`src/include/gxi_pkg.sv`:
```
// Constants for the interrupt and general-purpose pin block
package gxi_pkg;
    // Register bus geometry
    localparam int ADDR_W = 8;
    localparam int DATA_W = 32;
    // Register offsets (byte addresses)
    localparam logic [7:0] OFF_IRQ_EN = 8'h00;
    localparam logic [7:0] OFF_POL    = 8'h04;
    localparam logic [7:0] OFF_DIR    = 8'h08;
    localparam logic [7:0] OFF_DOUT   = 8'h0C;
    localparam logic [7:0] OFF_DIN    = 8'h10;
    localparam logic [7:0] OFF_FUNC   = 8'h14;
    localparam logic [7:0] OFF_STAT   = 8'h18;
    localparam logic [7:0] OFF_CLR    = 8'h1C;
    // Pin counts
    localparam int N_SH  = 4;   // Shared pins (gpio four..seven)
    localparam int N_MX  = 6;   // Bus-muxed pins (ten..fifteen)
    localparam int N_GP  = N_SH + N_MX;
    localparam int N_EV  = N_SH + 1;
    // Interrupt layout: enable, status and clear share it
    localparam int BIT_NMI    = 1;
    localparam int BIT_EXT_LO = 4;
    localparam int BIT_EXT_HI = 7;
    localparam int IRQ_W      = 8;
    // Function register layout
    localparam int FUNC_GP_LO  = 0;
    localparam int FUNC_BUS_LO = 8;
    localparam int FUNC_W      = 14;
    // Reset values
    localparam logic [7:0]  RST_IRQ_EN = 8'h00;
    localparam logic [3:0]  RST_POL    = 4'h0;
    localparam logic [9:0]  RST_DIR    = 10'h000;
    localparam logic [9:0]  RST_DOUT   = 10'h000;
    localparam logic [13:0] RST_FUNC   = 14'h0000;
    localparam logic [31:0] RD_NONE    = 32'h0000_0000;
endpackage : gxi_pkg

```
`src/include/gxi_edge_if.sv`:
```
// Bundle between the top and one edge detector
`timescale 1ns/1ps
`default_nettype none
interface gxi_edge_if;
    logic level;   // Sampled pin level
    logic pol;     // 0 rising, 1 falling
    logic pulse;   // One-cycle event
    modport det (input level, input pol, output pulse);
    modport own (output level, output pol, input pulse);
endinterface : gxi_edge_if
`default_nettype wire

```
`src/hdl/gxi_pins.sv`:
```
// Nonmaskable, external interrupt and general-purpose pin block
// Functional notes
// - Nonmaskable interrupt fires on rising input edge
// - Shared pins reset as inputs, drivers off
// - Enable bits 7:4 make pins interrupt sources
// - Interrupt pins edge-detected, one event per transition
// - Per-pin polarity bits in four-bit field
// - Pins ten-fifteen: gpio or bus, none default
`timescale 1ns/1ps
`default_nettype none
module gxi_pins (
    input  wire logic        clk_i,
    input  wire logic        rst_b_i,
    // Register port
    input  wire logic [7:0]  addr_i,
    input  wire logic [31:0] wdata_i,
    input  wire logic        wr_i,
    input  wire logic        rd_i,
    output logic [31:0]      rdata_o,
    // Dedicated nonmaskable input and interrupt line
    input  wire logic        nmi_i,
    output logic             irq_o,
    // Shared pins, index 0 is gpio four
    input  wire logic [3:0]  sh_in_i,
    output logic [3:0]       sh_out_o,
    output logic [3:0]       sh_oe_o,
    // Muxed pins, index 0 is pin ten
    input  wire logic [5:0]  mx_in_i,
    output logic [5:0]       mx_out_o,
    output logic [5:0]       mx_oe_o,
    // Bus-interface side of muxed pins
    input  wire logic [5:0]  bus_out_i,
    input  wire logic [5:0]  bus_oe_i,
    output logic [5:0]       bus_in_o
);
    logic [1:0]  rst_sync_ff;   // Reset release chain
    logic        rst_n;         // Synchronised reset
    logic [7:0]  irq_en_ff;     // Interrupt enables
    logic [3:0]  pol_ff;        // Edge polarity per pin
    logic [9:0]  dir_ff;        // 1 drives the pin
    logic [9:0]  dout_ff;       // Output values
    logic [13:0] func_ff;       // Muxed pin function
    logic [7:0]  stat_ff;       // Sticky interrupt status
    logic [31:0] rdata_ff;
    logic        irq_ff;
    logic [3:0]  sh_out_ff, sh_oe_ff;
    logic [5:0]  mx_out_ff, mx_oe_ff, bus_in_ff;

    // Release reset through two flip-flops
    always_ff @(posedge clk_i or negedge rst_b_i) begin
        if (!rst_b_i) begin
            rst_sync_ff <= 2'h0;
        end else begin
            rst_sync_ff <= {rst_sync_ff[0], 1'b1};
        end
    end
    assign rst_n = rst_sync_ff[1];

    // Address decode
    wire hit_en   = addr_i == gxi_pkg::OFF_IRQ_EN;
    wire hit_pol  = addr_i == gxi_pkg::OFF_POL;
    wire hit_dir  = addr_i == gxi_pkg::OFF_DIR;
    wire hit_dout = addr_i == gxi_pkg::OFF_DOUT;
    wire hit_din  = addr_i == gxi_pkg::OFF_DIN;
    wire hit_func = addr_i == gxi_pkg::OFF_FUNC;
    wire hit_stat = addr_i == gxi_pkg::OFF_STAT;
    wire hit_clr  = addr_i == gxi_pkg::OFF_CLR;

    // Ext enables; the nonmaskable bit cannot be masked off
    wire [3:0] ext_en = irq_en_ff[gxi_pkg::BIT_EXT_HI:gxi_pkg::BIT_EXT_LO];
    wire [7:0] en_view = irq_en_ff | (8'h01 << gxi_pkg::BIT_NMI);

    // Edge detectors: slot 0 nonmaskable, slots 1..4 shared pins
    wire [4:0] ev;
    gxi_edge_if eif [gxi_pkg::N_EV] ();
    assign eif[0].level = nmi_i;
    assign eif[0].pol   = 1'b0;
    assign ev[0]        = eif[0].pulse;
    for (genvar k = 0; k < gxi_pkg::N_SH; k++) begin : g_ext
        assign eif[k+1].level = sh_in_i[k];
        assign eif[k+1].pol   = pol_ff[k];
        assign ev[k+1]        = eif[k+1].pulse;
    end
    for (genvar k = 0; k < gxi_pkg::N_EV; k++) begin : g_det
        gxi_edge_det u_det (
            .clk_i   (clk_i),
            .rst_n_i (rst_n),
            .e       (eif[k])
        );
    end
    wire [3:0] ext_ev = ev[4:1];

    // Status: new events win over a clear in the same cycle
    wire [7:0] ev_map  = {ext_ev, 2'h0, ev[0], 1'b0};
    wire [7:0] clr_msk = (wr_i && hit_clr) ? wdata_i[7:0] : 8'h00;
    wire [7:0] nxt_stat = (stat_ff & ~clr_msk) | ev_map;
    wire       nxt_irq  = |(nxt_stat & en_view);

    // Pin drive: an interrupt pin never drives, as it is input only
    wire [3:0] nxt_sh_oe  = dir_ff[3:0] & ~ext_en;
    wire [5:0] gp_en      = func_ff[gxi_pkg::FUNC_GP_LO +: gxi_pkg::N_MX];
    wire [5:0] bus_en     = func_ff[gxi_pkg::FUNC_BUS_LO +: gxi_pkg::N_MX];
    // Bus function wins where both are set; neither leaves the pin idle
    wire [5:0] nxt_mx_oe  = (bus_en & bus_oe_i) | (~bus_en & gp_en & dir_ff[9:4]);
    wire [5:0] nxt_mx_out = (bus_en & bus_out_i) | (~bus_en & dout_ff[9:4]);
    wire [5:0] nxt_bus_in = bus_en & mx_in_i;

    // Read selection
    wire [31:0] nxt_rdata =
        hit_en   ? {24'h0, en_view}                         :
        hit_pol  ? {28'h0, pol_ff}                          :
        hit_dir  ? {22'h0, dir_ff}                          :
        hit_dout ? {22'h0, dout_ff}                         :
        hit_din  ? {22'h0, mx_in_i, sh_in_i}                :
        hit_func ? {18'h0, func_ff}                         :
        hit_stat ? {24'h0, stat_ff}                         :
                   gxi_pkg::RD_NONE;

    // Software-written registers
    always_ff @(posedge clk_i or negedge rst_n) begin
        if (!rst_n) begin
            irq_en_ff <= gxi_pkg::RST_IRQ_EN;
            pol_ff    <= gxi_pkg::RST_POL;
            dir_ff    <= gxi_pkg::RST_DIR;
            dout_ff   <= gxi_pkg::RST_DOUT;
            func_ff   <= gxi_pkg::RST_FUNC;
        end else if (wr_i) begin
            if (hit_en)   irq_en_ff <= wdata_i[7:0] & 8'hF0;
            if (hit_pol)  pol_ff    <= wdata_i[3:0];
            if (hit_dir)  dir_ff    <= wdata_i[9:0];
            if (hit_dout) dout_ff   <= wdata_i[9:0];
            if (hit_func) func_ff   <= wdata_i[13:0];
        end
    end

    // Status, read data and registered outputs
    always_ff @(posedge clk_i or negedge rst_n) begin
        if (!rst_n) begin
            stat_ff   <= 8'h00;
            irq_ff    <= 1'b0;
            rdata_ff  <= gxi_pkg::RD_NONE;
            sh_oe_ff  <= 4'h0;
            sh_out_ff <= 4'h0;
            mx_oe_ff  <= 6'h00;
            mx_out_ff <= 6'h00;
            bus_in_ff <= 6'h00;
        end else begin
            stat_ff   <= nxt_stat;
            irq_ff    <= nxt_irq;
            rdata_ff  <= rd_i ? nxt_rdata : gxi_pkg::RD_NONE;
            sh_oe_ff  <= nxt_sh_oe;
            sh_out_ff <= dout_ff[3:0];
            mx_oe_ff  <= nxt_mx_oe;
            mx_out_ff <= nxt_mx_out;
            bus_in_ff <= nxt_bus_in;
        end
    end

    assign rdata_o  = rdata_ff;
    assign irq_o    = irq_ff;
    assign sh_oe_o  = sh_oe_ff;
    assign sh_out_o = sh_out_ff;
    assign mx_oe_o  = mx_oe_ff;
    assign mx_out_o = mx_out_ff;
    assign bus_in_o = bus_in_ff;
endmodule : gxi_pins
`default_nettype wire

```
`src/hdl/gxi_edge_det.sv`:
```
// Single-pin edge detector with selectable polarity
`timescale 1ns/1ps
`default_nettype none
module gxi_edge_det (
    input  wire logic   clk_i,
    input  wire logic   rst_n_i,
    gxi_edge_if.det     e
);
    logic prev_ff;    // Level seen last cycle
    logic armed_ff;   // Low for the first cycle after reset
    logic pulse_ff;   // Registered event
    logic nxt_pulse;

    // Compare with last level; polarity picks the direction
    assign nxt_pulse = armed_ff & (e.pol ? (prev_ff & ~e.level)
                                         : (~prev_ff & e.level));
    assign e.pulse   = pulse_ff;

    // History, arming and pulse; arming hides a level present at reset
    always_ff @(posedge clk_i or negedge rst_n_i) begin
        if (!rst_n_i) begin
            prev_ff  <= 1'b0;
            armed_ff <= 1'b0;
            pulse_ff <= 1'b0;
        end else begin
            prev_ff  <= e.level;
            armed_ff <= 1'b1;
            pulse_ff <= nxt_pulse;
        end
    end
endmodule : gxi_edge_det
`default_nettype wire

```
`config.mk`:
```
export PLATFORM = sky130hd
export DESIGN_NAME = gxi_pins
export DESIGN_NICKNAME = d
export VERILOG_FILES = /design/src/include/gxi_pkg.sv /design/src/include/gxi_edge_if.sv /design/src/hdl/gxi_pins.sv /design/src/hdl/gxi_edge_det.sv
export SDC_FILE = /design/constraint.sdc
export NUM_CORES = 1
export LEC_CHECK = 0
export ABC_AREA = 0
export BUFFER_PORTS_ARGS = -buffer_cell sky130_fd_sc_hd__buf_2
export CAP_MARGIN = 5
export CORE_AREA = 2 2 76 115
export DETAILED_ROUTE_END_ITERATION = 7
export DIE_AREA = 0 0 78 117
export MAX_ROUTING_LAYER = met4
export PLACE_DENSITY = 0.89
export SLEW_MARGIN = 20
export SYNTH_ARGS = -nofsm -noshare
export SYNTH_HDL_FRONTEND = slang
export SYNTH_SLANG_ARGS = --single-unit
```
`constraint.sdc`:
```
create_clock -name clk_i -period 5.7 [get_ports clk_i]
set_clock_uncertainty 0.2 [all_clocks]
set_input_delay 0.57 -clock clk_i [delete_from_list [all_inputs] [get_ports clk_i]]
set_output_delay 0.57 -clock clk_i [all_outputs]
set_load 0.005 [all_outputs]
```
==> out/qor.yml, run 1 <==
status: "finished, final reports clean"
synth-seq-area-share: 0.583
final_cells: 568
dp.cells: 551
die_height_um: 117
p_leak_nw: 2.71
die_w_um: 78
syn2layout_area_growth_pct: 19.1
grt-ovfl-total: 0
mappedNetlistArea_um2: 4460
wl_per_cell_um: 18.0
start_util: 0.544
rr_worst_depth: 1
vias: 3178
viasPerCell: 5.60
grt_pass1_vias: 3134
postCtsHoldBufs: 1
mostFrequentLayoutCells: "103 x dfrtp_1, 89 x buf_2, 51 x mux2_2"
power_mw: 1.65
core_um2: 8210
fin_area_um2: 5320
rsz0062_at_grt: "no"
hold_viol_final: 0
cts_tree: "yes"
crit_chain: "buf_2, inv_1, nor4_4, mux2_2"
power_density_nw_per_um2: 310
ys_async_sr_fraction: 1.00
place_area_um2: 4940
ys_seq_elements: 104
routed_wl_mm: 10.2
ys.flop_type: "dfrtp_1"
num_rows: 41
tightest_slew_ps: 946
slew_headroom: 0.370
drt-initial-drc-count: 298
nNetsFinal: 523
cts.clk_slew.worst_paths_ps: 70
cp.required_ps: 5740
final_common_cell: "dfrtp_1"
hp-class: "reg -> async"
critPathLaunchType: "input port"
fin_worst_hold_slack_ps: 31.3
antenna_found_initial: 0
cts_root_buffer: "clkbuf_16"
fin_crit_ps: 2660
syn_avg_cell_area_um2: 12.2
ant_nets: 0
setup_viol: 0
ys_types: 52
postCtsSetupBuffers: 0
yosysWarnings: 0
slowest_delay_ps: 860
max_freq_ghz: 0.376
cts_resized: 0
ir_drop_v: 0.000166
period_share: 0.466
fin_tns_setup_ps: 0
cp_data_arrival_time_ps: 2690
dr.pass1.iters: 5
place_hpwl_mm: 7.13
cts_buffer_depth: 2
max_cap_violations: 0
worst-path-buf-inv: 2
grt_pass1_wl_mm: 15.9
cp_slowest_cell: "nor4_4"
critPathKind: "in -> reg"
grt_max_degree: 78
fin_ws_ps: 3040
drive_gt1_frac: 0.367
htree_levels: 3
cts.sinks: 104
io_pins: 126
crit_fanout: 38
place.gp.congestion: 0.873
numCtsBuffers: 9
fin_util: 0.648
die_area_um2: 9130
final-max-slew-violation-count: 0
antenna_cells: 0
end_kind: "register"
critPathTopFamily: "simple AND/OR/NAND/NOR gates"
cp.depth: 4
synth_edf_count: 0
worstSkewPairLatency_ps: 350
synth_cells: 366
portBuffers: 89
dp_slack_ps: 2730
drc: 0
grt_usage: 0.240
-- cells in the mapped netlist, types with 3 or more instances --
library cell | number | share of area
nor2_1 | 20 | 0.017
nand2_1 | 27 | 0.023
buf_4 | 18 | 0.030
nand3b_1 | 4 | 0.0067
a21oi_1 | 11 | 0.012
a21o_1 | 4 | 0.0067
mux2_2 | 51 | 0.13
inv_1 | 6 | 0.0050
nor3_1 | 9 | 0.010
nor2b_1 | 12 | 0.017
a2111oi_0 | 3 | 0.0059
a221oi_1 | 3 | 0.0059
o21ai_0 | 13 | 0.015
buf_2 | 3 | 0.0034
or3b_2 | 3 | 0.0059
clkbuf_1 | 7 | 0.0059
a211oi_1 | 3 | 0.0050
nand3_1 | 3 | 0.0034
dfrtp_1 | 104 | 0.58
and2_1 | 12 | 0.017
o22ai_1 | 4 | 0.0056
a21boi_0 | 5 | 0.0084
mux2i_1 | 3 | 0.0067
-- state kept, by name, summed over array words and instances (netlist names), 2 cells and up --
name and count:
g_det.u_det.prev_ff 5, pol_ff 4, mx_oe_o 6, g_det.u_det.e.pulse 5, irq_en_ff 4, rdata_o 14
mx_out_o 6, sh_oe_o 4, dout_ff 10, stat_ff 8, dir_ff 10, func_ff 14
bus_in_o 6, rst_sync_ff 2, sh_out_o 4
-- power by group --
group	total [mW]	internal [mW]	switching, mW
Combinational	0.116	0.0505	0.0652
Clock	0.746	0.483	0.263
Sequential	0.788	0.765	0.0224
Total	1.65	1.30	0.350
-- final cells by class --
class / count / area [um^2]
multi-input cells: 243 / 1720
clock buffers: 10 / 239
flip-flops and latches: 104 / 2610
well taps: 107 / 134
inverters: 7 / 26.3
clock inverters: 6 / 130
fillers: 629 / 2890
repair buffers: 91 / 463
-- logic make-up (layout without fill, tap and decap cells) --
kind of cell,count (synthesis),in the layout,share of synthesized area
muxes,54,54,0.135
other,2,20,0.00168
AOI/OAI and AO/OA,63,63,0.0982
DFF,104,104,0.583
buffers and inverters,37,114,0.0471
and+or+nand+nor,106,106,0.134
-- worst paths after layout --
| check | slack, ps | end | from |
|---|---|---|---|
| setup / recovery | 3040 | dir_ff[4] | addr_i[3] |
| hold / removal | 30 | sh_out_o[2] | rst_sync_ff[1] |
| setup reg to reg | 4010 | dir_ff[9] | rst_sync_ff[1] |
| hold reg to reg | 30 | sh_out_o[2] | rst_sync_ff[1] |
| max in group asynchronous | 4010 | dir_ff[9] | rst_sync_ff[1] |
| min in group clk_i | 140 | g_det[0].u_det.prev_ff | nmi_i |
-- per-layer routing --
metal	GRT usage	up-vias	part of all wire
met2	0.400	117	0.52
met5	-	-	0
li1	-	1441	-
met3	0.0437	28	0.050
met4	0.126	0	0.039
met1	0.279	1592	0.39
(Power assumes the default switching activity.)
==> inputs of run 2 (changes only) <==
--- a/config.mk
+++ b/config.mk
@@ -8,11 +8,11 @@
 export ABC_AREA = 0
 export BUFFER_PORTS_ARGS = -buffer_cell sky130_fd_sc_hd__buf_2
 export CAP_MARGIN = 5
-export CORE_AREA = 2 2 76 115
+export CORE_AREA = 2 2 83 125
 export DETAILED_ROUTE_END_ITERATION = 7
-export DIE_AREA = 0 0 78 117
+export DIE_AREA = 0 0 85 127
 export MAX_ROUTING_LAYER = met4
-export PLACE_DENSITY = 0.89
+export PLACE_DENSITY = 0.81
 export SLEW_MARGIN = 20
 export SYNTH_ARGS = -nofsm -noshare
 export SYNTH_HDL_FRONTEND = slang
==> constraint.sdc (replaced) <==
create_clock -name clk_i -period 2.4 [get_ports clk_i]
set_clock_uncertainty 0.2 [all_clocks]
set_input_delay 0.24 -clock clk_i [delete_from_list [all_inputs] [get_ports clk_i]]
set_output_delay 0.24 -clock clk_i [all_outputs]
set_load 0.005 [all_outputs]
==> out/qor.yml, run 2 (synthesis results as in run 1) <==
final-max-slew-violation-count: 0
syn2layout_area_growth_pct: 29.2
critPathKind: "in -> reg"
fin_crit_ps: 1690
core_um2: 9630
cp_data_arrival_time_ps: 1780
r2r_setup_slack_ps: 910
worstSkewPairLatency_ps: 350
cts.clk_slew.worst_paths_ps: 70
grt_pass1_vias: 3571
cts_tree: "yes"
setup_viol: 0
cp.required_ps: 2480
htree_levels: 3
start_util: 0.463
max_freq_ghz: 0.590
hold_viol_final: 0
final_cells: 630
power_density_nw_per_um2: 639
wl_per_cell_um: 17.5
rsz0062_at_grt: "no"
fin_util: 0.599
status: "finished, final reports clean"
slew_headroom: 0.625
cts_root_buffer: "clkbuf_16"
routed_wl_mm: 11.0
critPathLaunchType: "input port"
cts_buffer_depth: 2
p_leak_nw: 2.92
place_hpwl_mm: 7.93
antenna_found_initial: 0
fin_tns_setup_ps: 0
final_common_cell: "dfrtp_1"
drt-initial-drc-count: 255
place.gp.congestion: 0.878
io_pins: 126
grt-ovfl-total: 0
cts.sinks: 104
max_cap_violations: 0
grt_max_degree: 49
die_w_um: 85
dr.pass1.iters: 5
drive_gt1_frac: 0.367
viasPerCell: 5.43
end_kind: "register"
numCtsBuffers: 9
mostFrequentLayoutCells: "103 x dfrtp_1, 89 x buf_2, 51 x mux2_2"
die_area_um2: 10800
antenna_cells: 0
dp.cells: 579
ant_nets: 0
grt_usage: 0.220
cts_resized: 0
vias: 3423
ir_drop_v: 0.000403
fin_worst_hold_slack_ps: 9.53
drc: 0
num_rows: 44
fillers: 752
die_height_um: 127
grt_pass1_wl_mm: 17.7
hp-class: "in -> reg"
period_share: 0.706
portBuffers: 89
nNetsFinal: 577
tightest_slew_ps: 557
crit_fanout: 8
-- run 2: path summary, 6_finish.rpt --
| kind | startpoint | endpoint | cells past startpoint |
|---|---|---|---|
| max | addr_i[5] | rdata_o[4] | 6 |
| min | wdata_i[7] | dout_ff[7] | 2 |
| max reg2reg | g_det[2].u_det.e.pulse | irq_o | 4 |
| min reg2reg | rst_sync_ff[1] | dout_ff[0] | 0 |
| max in group asynchronous | rst_sync_ff[1] | stat_ff[7] | 1 |
| min in group asynchronous | rst_sync_ff[1] | dout_ff[0] | 0 |
-- run 2: where the power goes --
| part | internal [mW] | total [mW] | switching (mW) |
|---|---|---|---|
| registers | 1.82 | 1.87 | 0.0560 |
| clock network | 0.861 | 1.48 | 0.616 |
| logic | 0.169 | 0.334 | 0.165 |
-- run 2: critical path, cell delays in order --
cell and delay, ps:
buf_2 120, nor3_1 470, nand3_1 180, buf_4 210
o32ai_1 340, o211a_1 210
-- run 2: stage by stage --
stage               setup slack [ps]  power [mW]  area (um^2)
global route                     579        3.83         5770
CTS                              709        3.71         5770
finish                           706        3.68         5770
global placement                 282        2.18         5110
floorplan                        456        2.07         4530
detailed placement               346        2.19         5110
-- run 2: area by class of cell --
cell class	instances	area, um^2	share of cell area
repair buffers	145	966	0.167
flip-flops and latches	104	2610	0.452
well taps	115	144	0.0250
clock inverters	5	55.1	0.00955
multi-input cells	243	1720	0.298
inverters	7	26.3	0.00456
clock buffers	11	253	0.0438
-- run 2: what timing repair did --
item                                   CTS  global route
setup buffers                            0             0
endpoints found under the hold margin   42             0
hold buffers                            35             0
-- run 2: layer usage --
metal	up-vias	routed length [um]	global-route usage
met5	-	0	-
met4	0	418	0.119
met3	34	551	0.0336
met2	143	6020	0.377
met1	1694	4010	0.243
li1	1552	-	-
